`src/timer_pkg.sv`:
```
// Constants and types for the 8-bit period timer
// Operation
// - Six modes: software gate, hardware gate, edge reset, level reset (all free-running), one-shot and monostable.
// - The count steps on each rollover of the programmable prescaler.
// - A count equal to the period buffer drives a one-clock event into the postscaler at the prescaler rollover.
// - After a match the count is cleared on the next timer clock.
// - In gate mode the external signal holds the count while low and lets it run while high.
// - In reset modes an external level or rising edge clears the count.
// - Software sees only the period value; the timer compares against a hidden period buffer.
// - The buffer reloads on a count write, a control write, a match with rollover, or an external reset.
// - The count is read/write; reset clears it and sets the period value to FFh.
// - Count write, control write, reset and external reset clear both scalers; a control write keeps the count.
// - In free-running mode a match reloads the count to 00h and steps the postscaler.
// - When the postscaler reaches the postscale select value a one-clock pulse is emitted and it clears.
// - In one-shot mode a match clears run enable and stops until software sets it again.
// - One-shot stops at the first period, so with a postscale select other than 0 no postscaled pulse is emitted.
// - In monostable mode run enable stays set on a match and an external reset event restarts the timer.
// - In software gate mode the count steps while run enable is set and holds while it is clear.
`default_nettype none
package timer_pkg;
    localparam int CNT_W = 8;
    localparam int POST_W = 5;
    localparam int PSEL_W = 3;
    localparam int PRE_W = 7;
    localparam int ADDR_W = 3;
    localparam int EVT_W = 3;

    localparam logic [2:0] ADDR_COUNT = 3'h0;
    localparam logic [2:0] ADDR_PERIOD = 3'h1;
    localparam logic [2:0] ADDR_CTRL = 3'h2;
    localparam logic [2:0] ADDR_CTRL1 = 3'h3;
    localparam logic [2:0] ADDR_STATUS = 3'h4;
    localparam logic [2:0] ADDR_CLEAR = 3'h5;
    localparam logic [2:0] ADDR_ENABLE = 3'h6;

    localparam int RUN_BIT = 7;
    localparam int PSEL_LSB = 4;
    localparam int MODE_LSB = 5;

    localparam int EVT_MATCH = 0;
    localparam int EVT_PULSE = 1;
    localparam int EVT_EXTRST = 2;

    localparam logic [7:0] COUNT_RST = 8'h00;
    localparam logic [7:0] PERIOD_RST = 8'hFF;

    typedef enum logic [2:0] {
        MODE_SOFT_GATE,
        MODE_HW_GATE,
        MODE_RESET_EDGE,
        MODE_RESET_LEVEL,
        MODE_ONE_SHOT,
        MODE_MONOSTABLE
    } mode_e;
endpackage : timer_pkg
`default_nettype wire
```
`src/period_timer.sv`:
```
// Register-mapped 8-bit period timer with prescaler, postscaler, modes
`default_nettype none
module period_timer (
    input wire logic clk,
    input wire logic rst,
    input wire logic [timer_pkg::ADDR_W-1:0] addr,
    input wire logic [7:0] wdata,
    input wire logic wr,
    input wire logic rd,
    output logic [7:0] rdata,
    input wire logic extSig,
    output logic postscaledPulse,
    output logic irq
);
    logic [7:0] countQ, countD;
    logic [7:0] periodQ, periodD;
    logic [7:0] bufQ, bufD;
    logic runQ, runD;
    logic [timer_pkg::PSEL_W-1:0] pselQ, pselD;
    logic [timer_pkg::POST_W-1:0] postSelQ, postSelD;
    timer_pkg::mode_e modeQ, modeD;
    logic [timer_pkg::PRE_W-1:0] preQ, preD;
    logic [timer_pkg::POST_W-1:0] postQ, postD;
    logic extPrevQ;
    logic stoppedQ, stoppedD;
    logic [timer_pkg::EVT_W-1:0] statusQ, statusD;
    logic [timer_pkg::EVT_W-1:0] enableQ, enableD;
    logic [7:0] rdataQ, rdataD;
    logic pulseQ, pulseD;
    logic irqQ, irqD;

    // Address decode
    wire wrCount = wr && addr == timer_pkg::ADDR_COUNT;
    wire wrPeriod = wr && addr == timer_pkg::ADDR_PERIOD;
    wire wrCtrl = wr && addr == timer_pkg::ADDR_CTRL;
    wire wrCtrl1 = wr && addr == timer_pkg::ADDR_CTRL1;
    wire wrClear = wr && addr == timer_pkg::ADDR_CLEAR;
    wire wrEnable = wr && addr == timer_pkg::ADDR_ENABLE;
    wire wrAnyCtrl = wrCtrl || wrCtrl1;

    // Mode decode
    wire isHwGate = modeQ == timer_pkg::MODE_HW_GATE;
    wire isResetEdge = modeQ == timer_pkg::MODE_RESET_EDGE;
    wire isResetLevel = modeQ == timer_pkg::MODE_RESET_LEVEL;
    wire isOneShot = modeQ == timer_pkg::MODE_ONE_SHOT;
    wire isMono = modeQ == timer_pkg::MODE_MONOSTABLE;

    // External reset event, level or rising edge by mode
    wire extRise = extSig && !extPrevQ;
    wire extReset = (isResetLevel && extSig)
        || ((isResetEdge || isMono) && extRise);
    wire clrScalers = wrCount || wrAnyCtrl || extReset;

    // Counting enable: run bit, optional gate, monostable stop
    wire gateOk = !isHwGate || extSig;
    wire countEn = runQ && gateOk && !stoppedQ;

    // Prescaler rolls over at 2^psel - 1
    wire [7:0] preLimitW = (8'h01 << pselQ) - 8'h01;
    wire [timer_pkg::PRE_W-1:0] preLimit = preLimitW[timer_pkg::PRE_W-1:0];
    wire tick = countEn && preQ == preLimit && !clrScalers;

    // Match against the hidden buffer, not the visible period
    wire match = countQ == bufQ;
    wire periodEvt = tick && match;
    wire postHit = postQ >= postSelQ;

    // A control write suppresses the tick so the count stays put
    assign countD = wrCount ? wdata :
        extReset ? timer_pkg::COUNT_RST :
        periodEvt ? timer_pkg::COUNT_RST :
        tick ? countQ + 8'h01 : countQ;

    assign periodD = wrPeriod ? wdata : periodQ;

    assign bufD = (clrScalers || periodEvt) ? periodQ : bufQ;

    // Software write wins over the one-shot self-clear
    assign runD = wrCtrl ? wdata[timer_pkg::RUN_BIT] :
        (periodEvt && isOneShot) ? 1'b0 : runQ;

    assign pselD = wrCtrl ?
        wdata[timer_pkg::PSEL_LSB +: timer_pkg::PSEL_W] : pselQ;
    assign postSelD = wrCtrl1 ? wdata[timer_pkg::POST_W-1:0] : postSelQ;

    // Unused mode codes fall back to software gate
    wire [2:0] modeW = wdata[timer_pkg::MODE_LSB +: 3];
    wire modeOk = modeW <= 3'(timer_pkg::MODE_MONOSTABLE);
    assign modeD = !wrCtrl1 ? modeQ :
        modeOk ? timer_pkg::mode_e'(modeW) : timer_pkg::MODE_SOFT_GATE;

    // Monostable parks after a match until an external restart or a control write
    assign stoppedD = (extReset || wrAnyCtrl) ? 1'b0 :
        (periodEvt && isMono) ? 1'b1 : stoppedQ;

    assign preD = clrScalers ? '0 :
        !countEn ? preQ :
        tick ? '0 : preQ + 1'b1;

    // Postscaler steps on each period event; select 0 gives 1:1
    assign postD = clrScalers ? '0 :
        !periodEvt ? postQ :
        postHit ? '0 : postQ + 1'b1;
    assign pulseD = periodEvt && postHit;

    // Sticky events; a new event beats a same-cycle clear
    wire [timer_pkg::EVT_W-1:0] events = {extReset, pulseD, periodEvt};
    wire [timer_pkg::EVT_W-1:0] clrMask =
        wrClear ? wdata[timer_pkg::EVT_W-1:0] : '0;
    assign statusD = (statusQ & ~clrMask) | events;
    assign enableD = wrEnable ? wdata[timer_pkg::EVT_W-1:0] : enableQ;
    assign irqD = |(statusD & enableD);

    // Read data; clear register reads as zero
    wire [7:0] ctrlRd = {runQ, pselQ, 4'h0};
    wire [7:0] ctrl1Rd = {3'(modeQ), postSelQ};
    wire [7:0] rdMux =
        addr == timer_pkg::ADDR_COUNT ? countQ :
        addr == timer_pkg::ADDR_PERIOD ? periodQ :
        addr == timer_pkg::ADDR_CTRL ? ctrlRd :
        addr == timer_pkg::ADDR_CTRL1 ? ctrl1Rd :
        addr == timer_pkg::ADDR_STATUS ? 8'(statusQ) :
        addr == timer_pkg::ADDR_ENABLE ? 8'(enableQ) : 8'h00;
    assign rdataD = rd ? rdMux : 8'h00;

    always_ff @(posedge clk) begin
        if (rst) begin
            countQ <= timer_pkg::COUNT_RST;
            periodQ <= timer_pkg::PERIOD_RST;
            bufQ <= timer_pkg::PERIOD_RST;
            runQ <= 1'b0;
            pselQ <= '0;
            postSelQ <= '0;
            modeQ <= timer_pkg::MODE_SOFT_GATE;
            stoppedQ <= 1'b0;
        end else begin
            countQ <= countD;
            periodQ <= periodD;
            bufQ <= bufD;
            runQ <= runD;
            pselQ <= pselD;
            postSelQ <= postSelD;
            modeQ <= modeD;
            stoppedQ <= stoppedD;
        end
    end

    always_ff @(posedge clk) begin
        if (rst) begin
            preQ <= '0;
            postQ <= '0;
            pulseQ <= 1'b0;
            extPrevQ <= 1'b0;
        end else begin
            preQ <= preD;
            postQ <= postD;
            pulseQ <= pulseD;
            extPrevQ <= extSig;
        end
    end

    always_ff @(posedge clk) begin
        if (rst) begin
            statusQ <= '0;
            enableQ <= '0;
            irqQ <= 1'b0;
            rdataQ <= 8'h00;
        end else begin
            statusQ <= statusD;
            enableQ <= enableD;
            irqQ <= irqD;
            rdataQ <= rdataD;
        end
    end

    assign rdata = rdataQ;
    assign postscaledPulse = pulseQ;
    assign irq = irqQ;
endmodule : period_timer
`default_nettype wire

```
`config.mk`:
```
export PLATFORM = sky130hd
export DESIGN_NAME = period_timer
export DESIGN_NICKNAME = d
export VERILOG_FILES = /design/src/timer_pkg.sv /design/src/period_timer.sv
export SDC_FILE = /design/constraint.sdc
export NUM_CORES = 1
export LEC_CHECK = 0
export BUFFER_PORTS_ARGS = -buffer_cell sky130_fd_sc_hd__clkbuf_2
export CORE_MARGIN = 2
export CORE_UTILIZATION = 29
export CTS_CLUSTER_DIAMETER = 150
export CTS_CLUSTER_SIZE = 28
export DETAILED_ROUTE_END_ITERATION = 7
export GPL_ROUTABILITY_DRIVEN = 0
export PLACE_DENSITY_LB_ADDON = 0.12
export SETUP_SLACK_MARGIN = 0.2
export SLEW_MARGIN = 5
export SYNTH_ARGS = -nofsm -noshare
export SYNTH_HDL_FRONTEND = slang
export SYNTH_SLANG_ARGS = --single-unit
```
`constraint.sdc`:
```
create_clock -name clk -period 5.44 [get_ports clk]
set_input_delay 0.544 -clock clk [delete_from_list [all_inputs] [get_ports clk]]
set_output_delay 0.544 -clock clk [all_outputs]
set_load 0.02 [all_outputs]
```
# After elaboration in Yosys (flattened, before gate mapping)
# Index checks and enable logic that the tools add are counted.
# totals
reg_bits	66
input_bits	16
output_inout_bits	10
wordCells	94
# op_classes
addsub	4
order_cmp	2
n_eq_ne	13
n_shift	1
muxes	17
bitwise	5
n_reduce_logical	36
# ops
cell	count
$mux 8	8
$logic_and 1x1->1	17
$eq 3x3->1 const B	5
$mux 3	5
$eq 3x2->1 const B	4
$add 8x1->8 const B	1
$eq 8x8->1	1
$logic_or 1x1->1	8
$add 7x1->7 const B	1
$eq 7x7->1	1
$mux 7	1
$shl 1x3->7 const A	1
$sub 7x1->7 const B	1
$and 3x3->3	2
$eq 3x1->1 const B	2
$reduce_or 2->1	3
$add 5x1->5 const B	1
$ge 5x5->1	1
$mux 5	1
$logic_not 1->1	4
$reduce_bool 4->1	1
$le 3x3->1 const B	1
$logic_not 3->1	1
$not 3->3	1
other kinds (5)	6

# Depth between registers and ports, before layout
# depth
depth_word	12
mapped_depth	8

# Worst setup path before layout
# No wires, ideal clock.
# synth_timing
kind	input-to-reg
from	in extSig
to	reg postQ[0] (netlist name)
t_arrival_ns	2.344
required_ns	5.353
setup_slack_ns	3.009
stages	6
path_buffers	0
path_cell_list	inv_1 > a311oi_2 > nand4_2 > or4_4 > or4_1 > o31ai_1
# synth_via
elab_chain_len	7
elab_cells_between_ends	13
classes_between	reduce/logical: 13
# synth_lines
element	line_no	text
from (decl)	period_timer.sv:11	input wire logic extSig,
$logic_and 1x1->1	period_timer.sv:49	wire extRise = extSig && !extPrevQ;
$logic_and 1x1->1	period_timer.sv:51	|| ((isResetEdge || isMono) && extRise);
$logic_or 1x1->1	period_timer.sv:51	
$logic_or 1x1->1	period_timer.sv:52	wire clrScalers = wrCount || wrAnyCtrl || extReset;
$logic_not 1->1	period_timer.sv:61	wire tick = countEn && preQ == preLimit && !clrScalers;
$logic_and 1x1->1	period_timer.sv:61	
$logic_and 1x1->1	period_timer.sv:65	wire periodEvt = tick && match;
to (signal assigned)	period_timer.sv:156	postQ <= postD;
to (decl)	period_timer.sv:23	logic [timer_pkg::POST_W-1:0] postQ, postD;
# Several ways; a longest one is shown, not always the timed one.
# A chain may end at the register's enable or synchronous reset.

# Final worst setup path
# layout_timing
from	reg pselQ[2] (netlist name)
to	reg bufQ[5]
# layout_via
elab_chain_len	7
# layout_lines
element	line_no	text
from (decl)	period_timer.sv:19	logic [timer_pkg::PSEL_W-1:0] pselQ, pselD;
from (signal assigned)	period_timer.sv:141	pselQ <= pselD;
$shl 1x3->7	period_timer.sv:59	wire [7:0] preLimitW = (8'h01 << pselQ) - 8'h01;
$sub 7x1->7	period_timer.sv:59	
$eq 7x7->1	period_timer.sv:61	
$logic_and 1x1->1 (2 in a row)	period_timer.sv:61	
$logic_and 1x1->1	period_timer.sv:65	
$logic_or 1x1->1	period_timer.sv:76	assign bufD = (clrScalers || periodEvt) ? periodQ : bufQ;
to (signal assigned)	period_timer.sv:130	bufQ <= timer_pkg::PERIOD_RST;
to (signal assigned)	period_timer.sv:139	bufQ <= bufD;
to (decl)	period_timer.sv:17	logic [7:0] bufQ, bufD;
# Every way passes these cells.

==> results summary <==
The run finished with clean final reports. The worst hold margin is 0.478 ns. The number of global-route vias before repair came out at 2,799. The layer flagged by global routing as most heavily used is met2. The average vias per placed instance came out at 5.09.

TritonCTS built the clock tree. The critical path goes through or3b_2 -> a21oi_1 -> o32ai_2 -> o31ai_2 -> nor2_1 -> a211o_1. The final layout contains 437 nets. The routed design has 8990 µm of wire. The chip height is 111 µm. For this design the top-level I/O count stands at 26. The setup fix buffers added after clock tree synthesis is 0. 0 antenna diodes ended up in the layout.

In the synthesized netlist the dominant register cell turns out to be sky130_fd_sc_hd__dfxtp_1. The count of unique library cells instantiated by Yosys came out at 59. The tool flagged a number of max-cap violations equal to 0.

After detailed routing, the average wire length per cell comes to 16.0 µm. The clock skew came out at 0.00791 ns. The net count of the mapped netlist came out at 414. The width of the die came out at 111 µm. The final count of pins violating max slew is 0.

The number of search-and-repair iterations in the first detailed-routing pass is 7. In this run, post-CTS hold repair placed 0 buffers. The worst register-to-register path has a setup slack of 2.54 ns.

The share of async-settable or async-resettable flops after synthesis came out at 0. The die covers 12,300 µm². Clock tree synthesis found a total of 66 sinks. The top cell type's share of synthesized area came out at 0.398. The clock insertion delay at the later pin of the skew report is 0.33 ns.

Sorting the synthesized cells by area gives the leading types as sky130_fd_sc_hd__dfxtp_1 (40%), sky130_fd_sc_hd__nor2_1 (4.9%), sky130_fd_sc_hd__nand2_1 (4.5%). The largest fanout on the critical path is 16. The initial antenna violation count came out at 0.

The switching portion of total power came out at 0.239. The slowest stage of the critical path is the sky130_fd_sc_hd__o31ai_2 cell. sky130_fd_sc_hd__dfxtp_1 takes more of the synthesized area than any other cell. The worst hold path belongs to the class reg2reg. The post-route DRC violation count came out at 0. The netlist area before placement came out at 3320 µm². The deepest clock path buffer count came out at 2.

The number of standard cells after synthesis is 390. The critical path capture point type is a register. In the post-synthesis netlist, the cell with the most instances is sky130_fd_sc_hd__dfxtp_1. The first-pass GRT wire length is 15,000 µm.

Headroom to the max-slew limit came out at 0.212. Internal power comes to 0.907 mW. The share of total power dissipated in sequential elements is 0.427. The number of buffers added by the clock tree synthesis step came out at 9. Sorting the synthesized cells by how often they occur yields sky130_fd_sc_hd__dfxtp_1 (66), sky130_fd_sc_hd__nor2_1 (43), sky130_fd_sc_hd__nand2_1 (40). In this run the standard cell core region covers 11,300 µm². The arrival time of data at the critical path endpoint is 3.12 ns. The critical path is of the reg2reg type. The area growth from synthesis to final layout came out at 17.0%. Yosys printed 0 warnings. The count of buffering cells on the critical path with inverters included came out at 0. The count of buffers from port buffering is 25.

The power per standard cell area came out at 307 nW/µm². Summed over all layers, the global routing overflow is 0. Of the total power, combinational logic draws 0.076. The share of the Yosys chip area taken by registers is 0.398. The transition at the pin with the smallest max-transition slack came out at 1.18 ns. The total setup violations reported at the end of the flow came out at 0. The post-detailed-placement half-perimeter wirelength came out at 6410 µm.

The initial detailed-routing violation count is 136. The initial core utilization is 0.294. The post-cts gate resize count is 0. With fillers left out, the area of the finished cells amounts to 3880 µm². STA classifies the critical path startpoint as a register. The largest stage delay on the critical path is 1.02 ns. Setup repair after global routing left no endpoint under its margin. The setup TNS came out at 0 ns. In this run the remaining antenna-violating nets after routing total 0.

The clock share of power is 0.498. The count of endpoints failing hold in the final timing report was 0. The total leakage power came out at 1.43 nW.

For the worst setup path, the data required time is 5.66 ns. The power spent charging and discharging nets is 0.284 mW. The overall routing resource usage came out at 0.153. The area of placed instances came out at 3570 µm². VDD sags by at most 0.000252 V.

The clock edge transition at the registers on the reported setup and hold paths is 0.06 ns. The number of enable flip-flop cells after synthesis is 0. The maximum clock rate came out at 0.344 GHz. Subtracting the final worst setup slack from the clock period gives 2.90 ns. CTS placed an instance of sky130_fd_sc_hd__clkbuf_16 at the clock tree root. The number of vias in the routed layout is 2,858. Entering global routing, the biggest net connects 52 pins.

The mean instance size in the synthesized netlist is 8.50 µm². In the global route stage, met3 resource usage came out at 0.0334. The flop and latch count out of synthesis came out at 66. Of the available clock period, the critical path in the final layout requires 0.534. The worst path setup slack after routing is 2.54 ns. The cell family contributing the most delay on the critical path is compound AO/OA/AOI/OAI gates. The number of core rows is 39. The fraction of final layout cells with drive strength greater than 1 is 0.129. For this run, the share of the core covered by cells in the final layout is 0.344. The maximum level of the CTS H-tree came out at 3. Prior to clock tree synthesis, the placed netlist has a worst setup slack of 2.46 ns.

The met2 layer usage reported by global route is 0.243. The met1 usage came out at 0.208.
## worst paths after layout
path	from	end	depth (start not counted)
max reg2reg	pselQ[2]	bufQ[5]	6
min reg2reg	postSelQ[3]	postSelQ[3]	2
max	pselQ[2]	bufQ[5]	6
min	postSelQ[3]	postSelQ[3]	2
## metal layers
layer,up-vias,share of wire
met5,-,0
met4,0,0.013
met3,9,0.024
met2,32,0.46
met1,1360,0.50
li1,1457,-
## layout make-up
class / count / area [µm²]
clock buffer: 11 / 253
fill: 1193 / 7390
clock inverter: 5 / 52.6
tap: 143 / 179
multi-input combinational: 288 / 1860
timing repair buffer: 27 / 140
inverter: 21 / 78.8
sequential: 66 / 1320
## placed cells by master, fill, tap and decap left out, drive strengths merged, types with 8 or more instances in the layout
cell type / n
a211o: 17
a21oi: 26
clkbuf: 36
dfxtp: 66
ha: 8
inv: 21
mux2i: 11
nand2: 40
nand2b: 8
nand3: 10
nor2: 43
nor2b: 11
o21ai: 12
xor2: 11
## stage by stage
stage               power, mW  cells
floorplan               0.577    390
global route             1.24    561
global placement        0.609    545
finish                   1.19    561
detailed placement      0.609    545
CTS                      1.21    561
## logic make-up (layout without fill, tap and decap cells)
kind of cell | after synthesis | in the layout | synth area share
AO/OA/AOI/OAI | 100 | 100 | 0.222
XOR/XNOR | 16 | 16 | 0.0423
adder cells (fa/ha/maj) | 8 | 8 | 0.0302
buffers and inverters | 36 | 64 | 0.0419
flip-flops | 66 | 66 | 0.398
multiplexers | 11 | 11 | 0.0332
AND/OR/NAND/NOR | 153 | 153 | 0.232
## worst register-to-register path: cells and delay by family, from the launching register on
kind / cells / cell delay, ns
AO/OA/AOI/OAI: 4 / 1.67
flip-flops: 1 / 0.55
AND/OR/NAND/NOR: 2 / 0.57
## state kept, by name, indices dropped and copies added (netlist names), 5 cells and up
name      cells
bufQ          8
countQ        8
periodQ       8
rdata         8
preQ          7
postQ         5
postSelQ      5
## power by group through the flow
stage               sequential [mW]  clock (mW)  combinational, mW
finish                        0.508       0.593             0.0901
global route                  0.510       0.631              0.102
CTS                           0.508       0.606             0.0912
detailed placement            0.519           0             0.0907
global placement              0.519           0             0.0904
floorplan                     0.516           0             0.0607
Power figures use the tool's default switching activity.
